File: src/design/mdd_pkg.sv
// Constants, codes and types for the move destination decoder.
// Assumes one core clock and a synchronous active-low reset in every user.
package mdd_pkg;

  localparam int MDD_CODE_W = 7;
  localparam int MDD_CLS_W = 5;

  // Low-nibble group codes of the destination field.
  localparam logic [3:0] MDD_LO_SYS = 4'h8;
  localparam logic [3:0] MDD_LO_ACC = 4'h9;
  localparam logic [3:0] MDD_LO_ACT = 4'hA;
  localparam logic [3:0] MDD_LO_PREFIX = 4'hB;
  localparam logic [3:0] MDD_LO_STK = 4'hD;
  localparam logic [3:0] MDD_LO_FRM = 4'hE;
  localparam logic [3:0] MDD_LO_DPT = 4'hF;
  localparam logic [2:0] MDD_LAST_MODULE = 3'h5;
  localparam logic [6:0] MDD_DISCARD_CODE = 7'h76;

  // Prefix register index bit that turns on the second destination bank.
  localparam int MDD_BANK_BIT = 1;
  // Prefix register whose value feeds the high byte of byte-to-word moves.
  localparam logic [2:0] MDD_HI_PREFIX = 3'h0;
  localparam logic [7:0] MDD_PAD_BYTE = 8'h00;

  // Pointer side effects reported with a memory target.
  localparam logic [1:0] MDD_PTR_NONE = 2'h0;
  localparam logic [1:0] MDD_PTR_INC = 2'h1;
  localparam logic [1:0] MDD_PTR_DEC = 2'h2;

  // Target classes.
  localparam logic [4:0] MDD_T_NONE = 5'h00;
  localparam logic [4:0] MDD_T_DISCARD = 5'h01;
  localparam logic [4:0] MDD_T_MODULE = 5'h02;
  localparam logic [4:0] MDD_T_ACC_PTR = 5'h03;
  localparam logic [4:0] MDD_T_ACC_PTR_CTRL = 5'h04;
  localparam logic [4:0] MDD_T_STATUS = 5'h05;
  localparam logic [4:0] MDD_T_INT_CTRL = 5'h06;
  localparam logic [4:0] MDD_T_INT_MASK = 5'h07;
  localparam logic [4:0] MDD_T_ACC = 5'h08;
  localparam logic [4:0] MDD_T_ACTIVE_ACC = 5'h09;
  localparam logic [4:0] MDD_T_PREFIX = 5'h0A;
  localparam logic [4:0] MDD_T_STACK_PUSH = 5'h0B;
  localparam logic [4:0] MDD_T_STACK_PTR = 5'h0C;
  localparam logic [4:0] MDD_T_INT_VECTOR = 5'h0D;
  localparam logic [4:0] MDD_T_LOOP = 5'h0E;
  localparam logic [4:0] MDD_T_FRAME_MEM = 5'h0F;
  localparam logic [4:0] MDD_T_FRAME_DISP = 5'h10;
  localparam logic [4:0] MDD_T_PTR_CTRL = 5'h11;
  localparam logic [4:0] MDD_T_GENERAL = 5'h12;
  localparam logic [4:0] MDD_T_GENERAL_LO = 5'h13;
  localparam logic [4:0] MDD_T_GENERAL_HI = 5'h14;
  localparam logic [4:0] MDD_T_FRAME_BASE = 5'h15;
  localparam logic [4:0] MDD_T_PTR_MEM = 5'h16;
  localparam logic [4:0] MDD_T_DATA_PTR = 5'h17;
  localparam logic [4:0] MDD_T_SYS_CTRL = 5'h18;
  localparam logic [4:0] MDD_T_CLK_CTRL = 5'h19;
  localparam logic [4:0] MDD_T_WDOG_CTRL = 5'h1A;
  localparam logic [4:0] MDD_T_INVALID = 5'h1F;

  typedef enum logic [1:0] {
    MDD_ST_IDLE = 2'b01,
    MDD_ST_HOLD = 2'b10
  } mdd_state_t;

  typedef struct packed {
    logic [4:0] cls;
    logic [3:0] idx;
    logic [2:0] grp;
    logic is_word;
    logic var_width;
    logic [1:0] ptr;
    logic two_cycle;
  } mdd_dec_t;

endpackage : mdd_pkg

File: src/design/mdd_decoder.sv
// Destination decoder of the register-to-register move instruction.
// Assumes the fetch stage presents one instruction per handshake on the core clock.
module mdd_decoder (
  input wire logic mclk,
  input wire logic rst_n,
  input wire logic instr_valid,
  input wire logic [mdd_pkg::MDD_CODE_W-1:0] dst_code,
  input wire logic [15:0] src_data,
  input wire logic src_word,
  input wire logic mem_word,
  output logic instr_ready,
  output logic done,
  output logic write_en,
  output logic illegal,
  output logic [mdd_pkg::MDD_CLS_W-1:0] target_class,
  output logic [3:0] target_index,
  output logic [2:0] target_group,
  output logic target_word,
  output logic [1:0] ptr_op,
  output logic [15:0] write_data,
  output logic bank_two
);
  import mdd_pkg::*;

  typedef struct packed {
    mdd_state_t st;
    logic [7:0][7:0] pfx;
    logic pend;
    logic [2:0] pend_idx;
    logic ready;
    logic done;
    logic write;
    logic illegal;
    logic [4:0] cls;
    logic [3:0] idx;
    logic [2:0] grp;
    logic word;
    logic [1:0] ptr;
    logic [15:0] data;
    logic bank2;
  } mdd_regs_t;

  mdd_regs_t r_q;
  mdd_regs_t r_d;

  // Builds one decode result; keeps the case arms short.
  function automatic mdd_dec_t mk(input logic [4:0] cls, input logic [3:0] idx,
                                  input logic is_word, input logic [1:0] ptr);
    mdd_dec_t m;
    m.cls = cls;
    m.idx = idx;
    m.grp = 3'h0;
    m.is_word = is_word;
    m.var_width = 1'b0;
    m.ptr = ptr;
    m.two_cycle = 1'b0;
    return m;
  endfunction : mk

  // System register group of the first bank, selected by the upper code bits.
  function automatic mdd_dec_t sys_first(input logic [2:0] hi);
    mdd_dec_t m;
    case (hi)
      3'h0: m = mk(MDD_T_ACC_PTR, 4'h0, 1'b0, MDD_PTR_NONE);
      3'h1: m = mk(MDD_T_ACC_PTR_CTRL, 4'h0, 1'b0, MDD_PTR_NONE);
      3'h4: m = mk(MDD_T_STATUS, 4'h0, 1'b0, MDD_PTR_NONE);
      3'h5: m = mk(MDD_T_INT_CTRL, 4'h0, 1'b0, MDD_PTR_NONE);
      3'h6: m = mk(MDD_T_INT_MASK, 4'h0, 1'b0, MDD_PTR_NONE);
      default: m = mk(MDD_T_INVALID, 4'h0, 1'b0, MDD_PTR_NONE);
    endcase
    return m;
  endfunction : sys_first

  // Slow control registers of the second bank; each one needs a second cycle.
  function automatic mdd_dec_t sys_second(input logic [2:0] hi);
    mdd_dec_t m;
    case (hi)
      3'h0: m = mk(MDD_T_SYS_CTRL, 4'h0, 1'b0, MDD_PTR_NONE);
      3'h6: m = mk(MDD_T_CLK_CTRL, 4'h0, 1'b0, MDD_PTR_NONE);
      3'h7: m = mk(MDD_T_WDOG_CTRL, 4'h0, 1'b0, MDD_PTR_NONE);
      default: m = mk(MDD_T_INVALID, 4'h0, 1'b0, MDD_PTR_NONE);
    endcase
    m.two_cycle = (m.cls != MDD_T_INVALID);
    return m;
  endfunction : sys_second

  // Width the target takes: fixed for registers, the access width for memory and
  // module targets, and the source width for the discard target.
  function automatic logic word_target(input mdd_dec_t m, input logic sw, input logic mw);
    logic w;
    if (!m.var_width) begin
      w = m.is_word;
    end else if (m.cls == MDD_T_DISCARD) begin
      w = sw;
    end else begin
      w = mw;
    end
    return w;
  endfunction : word_target

  // A result writes a register unless it is the discard target or undefined.
  function automatic logic commits(input logic [4:0] cls);
    return (cls != MDD_T_DISCARD) && (cls != MDD_T_INVALID);
  endfunction : commits

  // First-bank decode of the seven-bit destination field.
  function automatic mdd_dec_t dec_first(input logic [6:0] code);
    mdd_dec_t m;
    logic [2:0] hi;
    logic [3:0] lo;
    hi = code[6:4];
    lo = code[3:0];
    // Anything not matched below stays invalid and raises the illegal flag.
    m = mk(MDD_T_INVALID, 4'h0, 1'b0, MDD_PTR_NONE);
    if (code == MDD_DISCARD_CODE) begin
      m = mk(MDD_T_DISCARD, 4'h0, 1'b0, MDD_PTR_NONE);
      m.var_width = 1'b1;
    end else if (!lo[3]) begin
      if (lo[2:0] <= MDD_LAST_MODULE) begin
        m = mk(MDD_T_MODULE, {1'b0, hi}, 1'b0, MDD_PTR_NONE);
        m.grp = lo[2:0];
        m.var_width = 1'b1;
      end
    end else begin
      case (lo)
        MDD_LO_SYS: begin
          m = sys_first(hi);
        end
        MDD_LO_ACC: begin
          m = mk(MDD_T_ACC, {1'b0, hi}, 1'b1, MDD_PTR_NONE);
        end
        MDD_LO_ACT: begin
          if (hi == 3'h0) begin
            m = mk(MDD_T_ACTIVE_ACC, 4'h0, 1'b1, MDD_PTR_NONE);
          end
        end
        MDD_LO_PREFIX: begin
          m = mk(MDD_T_PREFIX, {1'b0, hi}, 1'b0, MDD_PTR_NONE);
        end
        MDD_LO_STK: begin
          case (hi)
            3'h0: m = mk(MDD_T_STACK_PUSH, 4'h0, 1'b1, MDD_PTR_INC);
            3'h1: m = mk(MDD_T_STACK_PTR, 4'h0, 1'b1, MDD_PTR_NONE);
            3'h2: m = mk(MDD_T_INT_VECTOR, 4'h0, 1'b1, MDD_PTR_NONE);
            3'h6, 3'h7: m = mk(MDD_T_LOOP, {3'h0, hi[0]}, 1'b1, MDD_PTR_NONE);
            default: m = mk(MDD_T_INVALID, 4'h0, 1'b0, MDD_PTR_NONE);
          endcase
        end
        MDD_LO_FRM: begin
          case (hi)
            3'h0: m = mk(MDD_T_FRAME_MEM, 4'h0, 1'b0, MDD_PTR_NONE);
            3'h1: m = mk(MDD_T_FRAME_MEM, 4'h0, 1'b0, MDD_PTR_INC);
            3'h2: m = mk(MDD_T_FRAME_MEM, 4'h0, 1'b0, MDD_PTR_DEC);
            3'h3: m = mk(MDD_T_FRAME_DISP, 4'h0, 1'b0, MDD_PTR_NONE);
            3'h4: m = mk(MDD_T_PTR_CTRL, 4'h0, 1'b1, MDD_PTR_NONE);
            3'h5: m = mk(MDD_T_GENERAL, 4'h0, 1'b1, MDD_PTR_NONE);
            3'h6: m = mk(MDD_T_GENERAL_LO, 4'h0, 1'b0, MDD_PTR_NONE);
            default: m = mk(MDD_T_FRAME_BASE, 4'h0, 1'b1, MDD_PTR_NONE);
          endcase
          m.var_width = (m.cls == MDD_T_FRAME_MEM);
        end
        MDD_LO_DPT: begin
          case (hi[1:0])
            2'h0: m = mk(MDD_T_PTR_MEM, {3'h0, hi[2]}, 1'b0, MDD_PTR_NONE);
            2'h1: m = mk(MDD_T_PTR_MEM, {3'h0, hi[2]}, 1'b0, MDD_PTR_INC);
            2'h2: m = mk(MDD_T_PTR_MEM, {3'h0, hi[2]}, 1'b0, MDD_PTR_DEC);
            default: m = mk(MDD_T_DATA_PTR, {3'h0, hi[2]}, 1'b1, MDD_PTR_NONE);
          endcase
          m.var_width = (m.cls == MDD_T_PTR_MEM);
        end
        default: m = mk(MDD_T_INVALID, 4'h0, 1'b0, MDD_PTR_NONE);
      endcase
    end
    return m;
  endfunction : dec_first

  // Second-bank decode; codes the second bank does not redefine keep their first meaning.
  function automatic mdd_dec_t dec_second(input logic [6:0] code);
    mdd_dec_t m;
    logic [2:0] hi;
    logic [3:0] lo;
    hi = code[6:4];
    lo = code[3:0];
    m = dec_first(code);
    if (lo == MDD_LO_SYS) begin
      m = sys_second(hi);
    end else if (lo == MDD_LO_ACC) begin
      m = mk(MDD_T_ACC, {1'b1, hi}, 1'b1, MDD_PTR_NONE);
    end else if (lo == MDD_LO_FRM && hi == 3'h1) begin
      m = mk(MDD_T_GENERAL_HI, 4'h0, 1'b0, MDD_PTR_NONE);
    end else if (!lo[3] && (m.cls == MDD_T_MODULE)) begin
      // The prefix opens the upper registers of each peripheral module.
      m.idx = {1'b1, hi};
    end
    return m;
  endfunction : dec_second

  mdd_dec_t dec;
  logic use_bank2;
  logic take;
  logic dst_word;
  logic hi_valid;
  logic [15:0] conv_data;

  // Only a prefix loaded by the instruction just before can open the second bank.
  assign use_bank2 = r_q.pend && r_q.pend_idx[MDD_BANK_BIT];
  assign take = instr_valid && r_q.ready;
  assign dec = use_bank2 ? dec_second(dst_code) : dec_first(dst_code);
  assign dst_word = word_target(dec, src_word, mem_word);
  assign hi_valid = r_q.pend && (r_q.pend_idx == MDD_HI_PREFIX);

  // Conversion works on the live source so the result lands together with the decode.
  mdd_width_conv u_conv (
    .src_data(src_data),
    .src_word(src_word),
    .dst_word(dst_word),
    .hi_valid(hi_valid),
    .hi_byte(r_q.pfx[MDD_HI_PREFIX]),
    .dst_data(conv_data)
  );

  always_comb begin
    r_d = r_q;
    r_d.done = 1'b0;
    r_d.write = 1'b0;
    case (r_q.st)
      MDD_ST_IDLE: begin
        if (take) begin
          r_d.cls = dec.cls;
          r_d.idx = dec.idx;
          r_d.grp = dec.grp;
          r_d.word = dst_word;
          r_d.ptr = dec.ptr;
          r_d.data = conv_data;
          r_d.bank2 = use_bank2;
          r_d.illegal = (dec.cls == MDD_T_INVALID);
          // The prefix is consumed by this instruction whatever it does.
          r_d.pend = 1'b0;
          if (dec.cls == MDD_T_PREFIX) begin
            r_d.pfx[dec.idx[2:0]] = src_data[7:0];
            r_d.pend = 1'b1;
            r_d.pend_idx = dec.idx[2:0];
          end
          if (dec.two_cycle) begin
            // Slow control registers need a second cycle; no new instruction meanwhile.
            r_d.st = MDD_ST_HOLD;
            r_d.ready = 1'b0;
          end else begin
            r_d.done = 1'b1;
            r_d.write = commits(dec.cls);
          end
        end
      end
      MDD_ST_HOLD: begin
        // The decoded fields stand from the take; only the strobes and ready rise here.
        r_d.st = MDD_ST_IDLE;
        r_d.ready = 1'b1;
        r_d.done = 1'b1;
        r_d.write = commits(r_q.cls);
      end
      default: begin
        r_d.st = MDD_ST_IDLE;
        r_d.ready = 1'b1;
      end
    endcase
  end

  // Reset clears the prefix bank too, so no stale high byte survives a restart.
  always_ff @(posedge mclk) begin
    if (!rst_n) begin
      r_q.st <= MDD_ST_IDLE;
      r_q.pfx <= '0;
      r_q.pend <= 1'b0;
      r_q.pend_idx <= 3'h0;
      r_q.ready <= 1'b1;
      r_q.done <= 1'b0;
      r_q.write <= 1'b0;
      r_q.illegal <= 1'b0;
      r_q.cls <= MDD_T_NONE;
      r_q.idx <= 4'h0;
      r_q.grp <= 3'h0;
      r_q.word <= 1'b0;
      r_q.ptr <= MDD_PTR_NONE;
      r_q.data <= 16'h0000;
      r_q.bank2 <= 1'b0;
    end else begin
      r_q <= r_d;
    end
  end

  // Every output is a register field, so the consumer never sees decode glitches.
  assign instr_ready = r_q.ready;
  assign done = r_q.done;
  assign write_en = r_q.write;
  assign illegal = r_q.illegal;
  assign target_class = r_q.cls;
  assign target_index = r_q.idx;
  assign target_group = r_q.grp;
  assign target_word = r_q.word;
  assign ptr_op = r_q.ptr;
  assign write_data = r_q.data;
  assign bank_two = r_q.bank2;

endmodule : mdd_decoder

File: src/design/mdd_width_conv.sv
// Width conversion between the move source and the decoded target.
// Assumes the caller registers the result; this module is purely combinational.
module mdd_width_conv (
  input wire logic [15:0] src_data,
  input wire logic src_word,
  input wire logic dst_word,
  input wire logic hi_valid,
  input wire logic [7:0] hi_byte,
  output logic [15:0] dst_data
);
  import mdd_pkg::*;

  always_comb begin
    if (!dst_word) begin
      dst_data = {MDD_PAD_BYTE, src_data[7:0]};
    end else if (src_word) begin
      dst_data = src_data;
    end else if (hi_valid) begin
      dst_data = {hi_byte, src_data[7:0]};
    end else begin
      dst_data = {MDD_PAD_BYTE, src_data[7:0]};
    end
  end

endmodule : mdd_width_conv

File: config.mk
export PLATFORM = sky130hd
export DESIGN_NAME = mdd_decoder
export DESIGN_NICKNAME = d
export VERILOG_FILES = /design/src/design/mdd_pkg.sv /design/src/design/mdd_decoder.sv /design/src/design/mdd_width_conv.sv
export SDC_FILE = /design/constraint.sdc
export NUM_CORES = 1
export LEC_CHECK = 0
export BUFFER_PORTS_ARGS = -buffer_cell sky130_fd_sc_hd__buf_2
export CAP_MARGIN = 5
export CORE_MARGIN = 2
export CORE_UTILIZATION = 25
export DETAILED_ROUTE_END_ITERATION = 10
export REMOVE_ABC_BUFFERS = 1
export SLEW_MARGIN = 0
export SYNTH_ARGS = -nofsm -noshare
export SYNTH_HDL_FRONTEND = slang
export SYNTH_SLANG_ARGS = --single-unit
File: constraint.sdc
create_clock -name mclk -period 8.2 [get_ports mclk]
set_input_delay 1.64 -clock mclk [delete_from_list [all_inputs] [get_ports mclk]]
set_output_delay 1.64 -clock mclk [all_outputs]
set_load 0.01 [all_outputs]
== Word level (Yosys, flattened, before mapping) ==
Cells that the tools add are included.

* Equal/unequal tests: 30
* Order comparisons: 3
* Reductions and logical operators: 17
* Mux-type cells: 36

{| class="wikitable"
|+ Operators with widths
! kind !! count
|-
| $mux W17 || 14
|-
| $pmux W17 S7 || 2
|-
| $pmux W17 S5 || 1
|-
| $pmux W17 S4 || 1
|-
| $bwmux W64 || 1
|-
| $mux W16 || 3
|-
| $pmux W15 S3 || 1
|-
| $pmux W13 S3 || 1
|-
| $mux W35 || 1
|-
| $eq A4 B4 Y1 const B || 7
|-
| $demux W8 S3 || 1
|-
| $mux W8 || 2
|-
| $ne A5 B5 Y1 const B || 3
|-
| $eq A3 B3 Y1 const B || 4
|-
| $mux W4 || 3
|-
| $eq A5 B4 Y1 const B || 2
|-
| $eq A5 B5 Y1 const B || 2
|-
| $ne A5 B1 Y1 const B || 2
|-
| $logic_and A1 B1 Y1 || 8
|-
| $eq A7 B7 Y1 const B || 1
|-
| $eq A3 B2 Y1 const B || 2
|-
| $logic_not A3 Y1 || 2
|-
| $reduce_and A2 Y1 || 3
|-
| $eq A5 B1 Y1 const B || 1
|-
| 15 further kinds || 18
|}

* Logic and storage cells: 108
* Register bits: 106

== Longest topological paths before layout ==
Gate-level depths: netlist of the first run.

* Depth in word-level cells: 22
* Gate-level depth with buffers: 10
* Depth with buffers taken out: 7

== Modules after synthesis ==
From an unflattened synthesis of the first run, not the netlist that was laid out.

* Cell total of the unflattened synthesis: 423
* Area total of the unflattened synthesis: 3,203.1 µm²

{| class="wikitable"
|+ By module, submodules not included
! module !! cells an instance !! area each (µm²) !! seq. area each (µm²) !! times used
|-
| mdd_decoder || 400 || 3,004.1 || 980.9 || 1
|-
| mdd_width_conv || 23 || 198.9 || 0.0 || 1
|}

== Least setup slack after synthesis of the first run ==
Ideal clock, no wire load.

* Path type: input port to flip-flop
* Start: input dst_code[1] (netlist bit)
* End: register r_q[40] (netlist bit)
* Cell stages on the path: 8
* Slack: 4.397 ns
* Required time: 8.128 ns
* Data arrival time: 3.732 ns
* Path through: buf_6 nor4b_2 o221ai_1 a222oi_1 or4b_1 nor4bb_1 buf_4 mux2i_1

* Cells in the longest elaborated chain, start to end: 16
* Elaborated cells on any way between the ends: 30
* Classes of those cells: order compare: 3; eq/ne: 10; mux: 13; reduce/logical: 4

{| class="wikitable"
|+ Ends and longest elaborated chain
! what !! RTL line !! source
|-
| start: declaration || mdd_decoder.sv:7 || <nowiki>input wire logic [mdd_pkg::MDD_CODE_W-1:0] dst_code,</nowiki>
|-
| $eq A4 B4 Y1, or another cell as far along || mdd_decoder.sv:125 || <nowiki>case (lo)</nowiki>
|-
| $pmux W17 S7 / $mux W17 (equally long branches) || mdd_decoder.sv:125, mdd_decoder.sv:119 ||
|-
| $mux W17 || mdd_decoder.sv:118 || <nowiki>end else if (!lo[3]) begin</nowiki>
|-
| $mux W17 || mdd_decoder.sv:115 || <nowiki>if (code == MDD_DISCARD_CODE) begin</nowiki>
|-
| $eq A5 B2 Y1 || mdd_decoder.sv:191 || <nowiki>end else if (!lo[3] && (m.cls == MDD_T_MODULE)) begin</nowiki>
|-
| $logic_and A1 B1 Y1 || mdd_decoder.sv:191 ||
|-
| $mux W4 || mdd_decoder.sv:191 ||
|-
| $mux W4 || mdd_decoder.sv:189 || <nowiki>end else if (lo == MDD_LO_FRM && hi == 3'h1) begin</nowiki>
|-
| $mux W17 || mdd_decoder.sv:187 || <nowiki>end else if (lo == MDD_LO_ACC) begin</nowiki>
|-
| $mux W17 || mdd_decoder.sv:185 || <nowiki>if (lo == MDD_LO_SYS) begin</nowiki>
|-
| $mux W17 * || mdd_decoder.sv:208 || <nowiki>assign dec = use_bank2 ? dec_second(dst_code) : dec_first(dst_code);</nowiki>
|-
| $lt A3 B4 Y1 (not written as such) / $ge A3 B1 Y1 (equally long branches) || mdd_decoder.sv:240 || <nowiki>r_d.pfx[dec.idx[2:0]] = src_data[7:0];</nowiki>
|-
| $logic_and A1 B1 Y1 (not written as such) || mdd_decoder.sv:240 ||
|-
| $mux W8 (not written as such) || mdd_decoder.sv:240 ||
|-
| $demux W8 S3 || mdd_decoder.sv:240 ||
|-
| $bwmux W64 || mdd_decoder.sv:240 ||
|-
| end signal: assignment || mdd_decoder.sv:287 || <nowiki>r_q <= r_d;</nowiki>
|-
| end: declaration || mdd_decoder.sv:43 || <nowiki>mdd_regs_t r_q;</nowiki>
|}

Mark *: on every way between the ends. The rest lies on a longest branch, timed or not.
A chain may end at the register's enable or synchronous reset.

== Worst setup path after layout of the first run ==
* Start: input dst_code[3] (netlist bit)
* End: register r_q[45] (netlist bit)

* Cells in the longest elaborated chain, start to end: 16
* Elaborated cells on any way between the ends: 29
* Classes of those cells: order compare: 2; eq/ne: 10; mux: 12; reduce/logical: 5

{| class="wikitable"
|+ Ends and longest elaborated chain
! what !! RTL line
|-
| $eq A4 B4 Y1, on equally long branches || -
|-
| $pmux W17 S7 || mdd_decoder.sv:125
|-
| $mux W17 || mdd_decoder.sv:118
|-
| $mux W17 || mdd_decoder.sv:115
|-
| $eq A5 B2 Y1 || mdd_decoder.sv:191
|-
| $logic_and A1 B1 Y1 || mdd_decoder.sv:191
|-
| $mux W4 || mdd_decoder.sv:191
|-
| $mux W4 || mdd_decoder.sv:189
|-
| $mux W17 || mdd_decoder.sv:187
|-
| $mux W17 || mdd_decoder.sv:185
|-
| $mux W17 * || mdd_decoder.sv:208
|-
| $lt A3 B4 Y1 (not written as such) / $ge A3 B1 Y1 (equally long branches) || mdd_decoder.sv:240
|-
| $logic_and A1 B1 Y1 (not written as such) || mdd_decoder.sv:240
|-
| $mux W8 (not written as such) || mdd_decoder.sv:240
|-
| $demux W8 S3 || mdd_decoder.sv:240
|-
| $bwmux W64 || mdd_decoder.sv:240
|}

Marks and branches as above.

==> impl_results.md, run 1 <==
* Total Wirelength at 8.03 mm
* Clk Latency, worst-skew pair at 0.29 ns
* CTS HTree Levels at 2
* Prevailing post-synth register cell: dfxtp_1
* Ys Warns at 0
* Initial antenna violation count at 0
* Switching pwr at 0.154 mW
* Crit Path Max Fanout at 19
* Pin count of the biggest net entering global routing at 61
* Fin crit period at 4.66 ns
* # IOs at 64
* Residual DRC at 5
* Power per standard cell area at 167 nW/um2
* Syn avg cell area at 7.95 um2
* Remaining antenna violation count at 0
* Share of the synthesized area in the top cell type at 33.0%
* Slew @ Worst Pin at 1.24 ns
* Clock skew at 0.00604 ns
* Detailed placement HPWL at 5.75 mm
* Combinational Power Share at 16.3%
* Int Pwr at 0.392 mW
* Syn Std Cell Area at 2970 um2
* Routed len/inst at 15.1 um
* Data arrival, critical path at 4.88 ns
* First-pass GRT wire length at 13.0 mm
* Synth area leaders: dfxtp_1 (33%), nand2_1 (9.0%), buf_4 (8.1%)
* Initial Util at 25.8%
* Post-place setup slack at 3.25 ns
* CTS tree: done
* Yosys reg bits at 49
* I/O Buffers at 63
* Status: finished with violations
* Clk buf depth at 2
* Cells after Synth at 374
* Via count at 2674
* Leakage at 1.36 nW
* Max Slew Vio Count at 0
* Fraction of layout cells with a size suffix above 1 at 20.4%
* Row count at 39
* Routability cong. at 0.908
* Hold Buf Count CTS at 0
* Die area at 12800 um2
* Total congestion overflow at 0
* Highest ir drop seen on vdd at 0.0000678 V
* N_diodes at 0
* Tot GR Track Use at 12.4%
* Sequential share of power at 45.9%
* Vias in the first global route at 2577
* Switching part of the total at 28.2%
* Chip width at 113 um
* Crit start category: primary input
* Final period utilization at 56.8%
* Final setup vio count at 0
* CP Data Required Time at 8.42 ns
* Final Cell Area at 3270 um2
* Worst setup path class: primary input to flip-flop
* Fin Hold WS at 0.462 ns
* Post-synth ARST share at 0%
* Max Cap Violations at 0
* Total negative slack at 0 ns
* Core ar. at 11500 um2
* Crit. End Element: flip-flop
* Post-synth cell types at 57
* Min-delay worst type: flip-flop to flip-flop
* Clock-pin slew on the worst setup and hold paths at 0.07 ns
* Post-CTS Setup Repair Bufs at 0
* Die height at 113 um
* Nets at 417
* Post-CTS sizing at 0
* Clock share of power at 37.8%
* Placed Area at 3130 um2
* Via-per-instance ratio at 5.04
* Sequential-to-total area share from yosys stat at 33.0%
* Area grow syn2layout at 10.1%
* Iteration-0 DRC Markers at 224
* Leading area contributor after synthesis: dfxtp_1
* Failing checks: design-rule violations
* Setup WS post-layout at 3.54 ns
* Worst rel slew slack at 15.9%
* Hold Vio Cnt, Final at 0
* Clock sinks at 49
* Root Buffer: clkbuf_16
* Cts bufs inserted at 5
* Drt pass-1 iters at 7
* Unrepaired setup endpoints after global routing: no
* Highest Clock Rate at 215 MHz
* Total power draw at 0.546 mW
* Post-synth EDFFs at 0
[worst paths after layout]
kind                from       to  slack (ns)  cells past startpoint
max          dst_code[3]  r_q[45]        3.54                      7
max reg2reg      r_q[37]  r_q[45]        5.06                      7
min reg2reg      r_q[46]  r_q[46]        0.46                      2
min              r_q[46]  r_q[46]        0.46                      2
[critical path, stage by stage]
cell,delay [ns]
buf_2,0.32
nor4b_2,0.44
o221ai_1,0.17
a222oi_1,0.48
or4b_1,0.50
nor4bb_2,1.05
mux2i_1,0.27
[cells by family after synthesis]
logic type               Yosys count  synth area share (%)
AND/OR/NAND/NOR                  148                  24.6
multiplexers                      11                  3.70
adder cells (fa/ha/maj)            2                 0.842
buffers and inverters             65                  13.0
XOR/XNOR                           2                 0.589
flip-flops                        49                  33.0
AO/OA/AOI/OAI                     97                  24.3
[power by group through the flow]
| stage | registers [mW] | logic (mW) | clock network (mW) |
|---|---|---|---|
| after detailed placement | 0.256 | 0.0886 | 0 |
| after global placement | 0.256 | 0.0884 | 0 |
| after CTS | 0.251 | 0.0890 | 0.211 |
| after floorplan | 0.259 | 0.0434 | 0 |
| final | 0.251 | 0.0889 | 0.207 |
| after global routing | 0.252 | 0.0982 | 0.219 |
[cell type report]
type	count	area, um2
fill	1260	8240
multi-input combinational	260	1610
sequential	49	981
timing repair buffer	65	330
tap	143	179
clock buffer	5	125
clock inverter	3	22.5
inverter	6	22.5
[per-layer routing]
| layer | GRT usage [%] | share of wire [%] | up-vias |
|---|---|---|---|
| met1 | 16.7 | 47 | 1253 |
| met4 | 4.55 | 1.8 | 0 |
| met5 | 0 | 0 | - |
| met2 | 19.5 | 45 | 75 |
| met3 | 2.95 | 6.6 | 12 |
| li1 | - | - | 1334 |
[cell usage in the layout (no fill, tap or decap), types with 2 or more instances in the layout]
cell,netlist,layout
a31oi_1,3,3
buf_4,32,2
a21oi_1,11,11
and2_1,7,7
nand2_1,71,71
a221oi_1,3,3
nand2b_1,5,5
nand4_1,3,3
a21o_1,3,3
nand3_1,13,13
o41ai_1,2,2
ha_1,2,2
mux2i_1,11,11
xnor2_1,2,2
a32o_1,8,8
and3_1,3,3
o21ai_0,13,13
nor3_1,10,10
o32ai_1,2,2
nor2b_1,8,8
o221ai_1,3,3
and4b_1,2,2
clkbuf_16,0,5
inv_2,2,2
clkinvlp_4,0,3
inv_1,4,4
dfxtp_1,49,49
a22o_1,10,10
nor2_1,15,15
nor4b_1,2,2
o211a_1,3,3
o22ai_1,4,4
buf_2,5,63
nor4_1,2,2
a21boi_0,16,16
o21a_1,2,2
o31ai_1,2,2
[state kept, by name, summed over array words and instances (netlist names)]
name	cells
target_word	1
done	1
write_en	1
target_class	5
ptr_op	2
r_q	14
bank_two	1
target_index	4
illegal	1
write_data	16
target_group	3
[through the flow]
step	instances	utilization, %
after floorplan	315	-
after global placement	523	27.1
after detailed placement	523	27.1
after CTS	531	28.4
after global routing	531	28.4
final	531	28.4
[Yosys cell counts, types with 4 or more instances]
master / instances
and2_1: 7
buf_4: 32
clkbuf_1: 18
a21boi_0: 16
mux2i_1: 11
nor3_1: 10
a21oi_1: 11
inv_1: 4
a32o_1: 8
nor2b_1: 8
o21ai_0: 13
o22ai_1: 4
a22o_1: 10
buf_2: 5
nand3_1: 13
nor2_1: 15
nand2b_1: 5
dfxtp_1: 49
nand2_1: 71
(Power assumes the default switching activity.)
==> run 2: changes to the inputs <==
clock period = 4.5 ns   (was 8.2 ns; I/O delays follow)
==> impl_results.md, run 2 (synthesized netlist as in run 1, its figures left out) <==
* Total negative slack at 0 ns (unchanged)
* Chip width at 113 um (unchanged)
* Met3 usage at 2.52% (-0.43 points)
* Clk Latency, worst-skew pair at 0.29 ns (about the same)
* Core ar. at 11500 um2 (unchanged)
* Highest ir drop seen on vdd at 0.000162 V (+140%)
* Max incr delay on CP at 0.50 ns (-0.55 ns)
* Remaining antenna violation count at 0 (unchanged)
* Total Wirelength at 7.91 mm (-1.5%)
* Fraction of layout cells with a size suffix above 1 at 20.6% (+0.20 points)
* Worst rel slew slack at 23.0% (+7.1 points)
* Min-delay worst type: flip-flop to flip-flop
* Clock sinks at 49 (unchanged)
* Met2 usage at 19.0% (-0.44 points)
* Post-CTS sizing at 0 (unchanged)
* Switching part of the total at 24.5% (-3.7 points)
* Slew @ Worst Pin at 1.14 ns (-0.0989 ns)
* Iteration-0 DRC Markers at 236 (+5.4%)
* Clock skew at 0.00903 ns (+0.00298 ns)
* Residual DRC at 5 (unchanged)
* Cts bufs inserted at 5 (unchanged)
* Die height at 113 um (unchanged)
* Multi-input logic area at 1610 um2 (unchanged)
* Via-per-instance ratio at 5.01 (-0.49%)
* Combinational Power Share at 14.8% (-1.5 points)
* Total congestion overflow at 0 (unchanged)
* Post-CTS Setup Repair Bufs at 0 (unchanged)
* Fill cell count at 1246 (-1.1%)
* Total power draw at 1.10 mW (+100%)
* Worst setup path class: primary input to flip-flop
* Switching pwr at 0.269 mW (+74%)
* Setup WS post-layout at 1.20 ns (-2.34 ns)
* Via count at 2666 (-0.30%)
* Sequential share of power at 41.7% (-4.2 points)
* CP Data Required Time at 4.72 ns (-3.70 ns)
* I/O Buffers at 63 (unchanged)
* Highest Clock Rate at 303 MHz
* Detailed placement HPWL at 5.75 mm (-0.10%)
* Unrepaired setup endpoints after global routing: no
* Root Buffer: clkbuf_16
* Clk buf depth at 2 (unchanged)
* # IOs at 64 (unchanged)
* Grt peak-use layer: met2
* Status: finished with violations
* Int Pwr at 0.826 mW (+110%)
* Max Cap Violations at 0 (unchanged)
* Routed len/inst at 14.9 um (-1.7%)
* Crit-path cells: buf_2, nor4b_2, o221ai_1, a222oi_1, or4b_1, nor4bb_2, buf_4, mux2i_1
* Largest register FFs at 16 (unchanged)
* Hold Vio Cnt, Final at 0 (unchanged)
* Failing checks: design-rule violations
* First-pass GRT wire length at 12.8 mm (-1.0%)
* CP top delay family: simple AND/OR/NAND/NOR gates
* CTS tree: done
* Initial antenna violation count at 0 (unchanged)
* Crit Path Max Fanout at 19 (unchanged)
* Routability cong. at 0.906 (-0.21%)
* Core Util, Final at 28.9% (+0.43 points)
* CTS HTree Levels at 2 (unchanged)
* CP max stage cell: or4b_1
* Tot GR Track Use at 12.2% (-0.22 points)
* Crit. End Element: flip-flop
* Max Slew Vio Count at 0 (unchanged)
* Hold Buf Count CTS at 0 (unchanged)
* Leakage at 1.39 nW (+2.7%)
* N_diodes at 0 (unchanged)
* Clock share of power at 43.5% (+5.7 points)
* Grt met1 use at 17.1% (+0.36 points)
* Power per standard cell area at 330 nW/um2 (+97%)
* Final Cell Area at 3320 um2 (+1.5%)
* Die area at 12800 um2 (unchanged)
* Initial Util at 25.8% (unchanged)
* Buffers plus inverters on the worst setup path at 2 (+1)
* Vias in the first global route at 2457 (-4.7%)
* Row count at 39 (unchanged)
* Area grow syn2layout at 11.8%
* Placed Area at 3130 um2 (+0.24%)
* Fin crit period at 3.30 ns
* Commonest non-fill, non-tap cells in the layout: nand2_1 (71), buf_2 (63), dfxtp_1 (49)
* Post-place setup slack at 0.894 ns (-2.36 ns)
* Final setup vio count at 0 (unchanged)
* Data arrival, critical path at 3.53 ns (-1.35 ns)
* Nets at 418 (+0.24%)
* Drt pass-1 iters at 8 (+1)
* Crit start category: primary input
* Sequential cell area at 981 um2 (unchanged)
* Final period utilization at 73.4%
* Clock-pin slew on the worst setup and hold paths at 0.07 ns (about the same)
* Most common cell after layout, fill and taps aside: nand2_1
* Pin count of the biggest net entering global routing at 49 (-20%)
[run 2: changes by cell type in the layout (fill, tap and decap cells not counted), sizes merged]
cell | before | now
bufinv | 0 | 2
clkinv | 0 | 1
clkinvlp | 3 | 0
buf | 65 | 66
[run 2: power by group through the flow]
| stage | registers (mW) | clock network [mW] | logic [mW] |
|---|---|---|---|
| finish | 0.457 | 0.476 | 0.162 |
| floorplan | 0.471 | 0 | 0.0791 |
| global route | 0.458 | 0.506 | 0.179 |
| detailed placement | 0.467 | 0 | 0.161 |
| CTS | 0.457 | 0.490 | 0.162 |
| global placement | 0.466 | 0 | 0.162 |
[run 2: area by class of cell]
cell class	count	share of cell area [%]
inverter	6	0.678
multi-input combinational	260	48.5
timing repair buffer	66	10.2
clock inverter	3	1.96
clock buffer	5	3.77
sequential	49	29.5
tap	143	5.38
[run 2: final timing paths]
kind | cells past startpoint | startpoint | end | slack (ns)
setup / recovery | 8 | dst_code[3] | r_q[43] | 1.20
hold / removal | 2 | r_q[38] | r_q[38] | 0.46
setup reg to reg | 8 | r_q[37] | r_q[43] | 1.99
hold reg to reg | 2 | r_q[38] | r_q[38] | 0.46
[run 2: worst reg2reg max path, delay by kind of cell (launching register included)]
family / cells / cell delay (ns)
and+or+nand+nor: 2 / 0.78
AOI/OAI and AO/OA: 4 / 0.83
buffers and inverters: 1 / 0.24
muxes: 1 / 0.19
DFF: 1 / 0.42
[run 2: stage by stage]
step,hold slack [ns],cells
global route,0.474,532
floorplan,0.433,315
global placement,0.446,524
detailed placement,0.449,524
CTS,0.461,532
finish,0.457,532
[run 2: per-layer routing]
metal	share of wire (%)	wire, um
met1	47	3690
met2	45	3530
met3	7.2	568
met4	1.6	127
met5	0	0
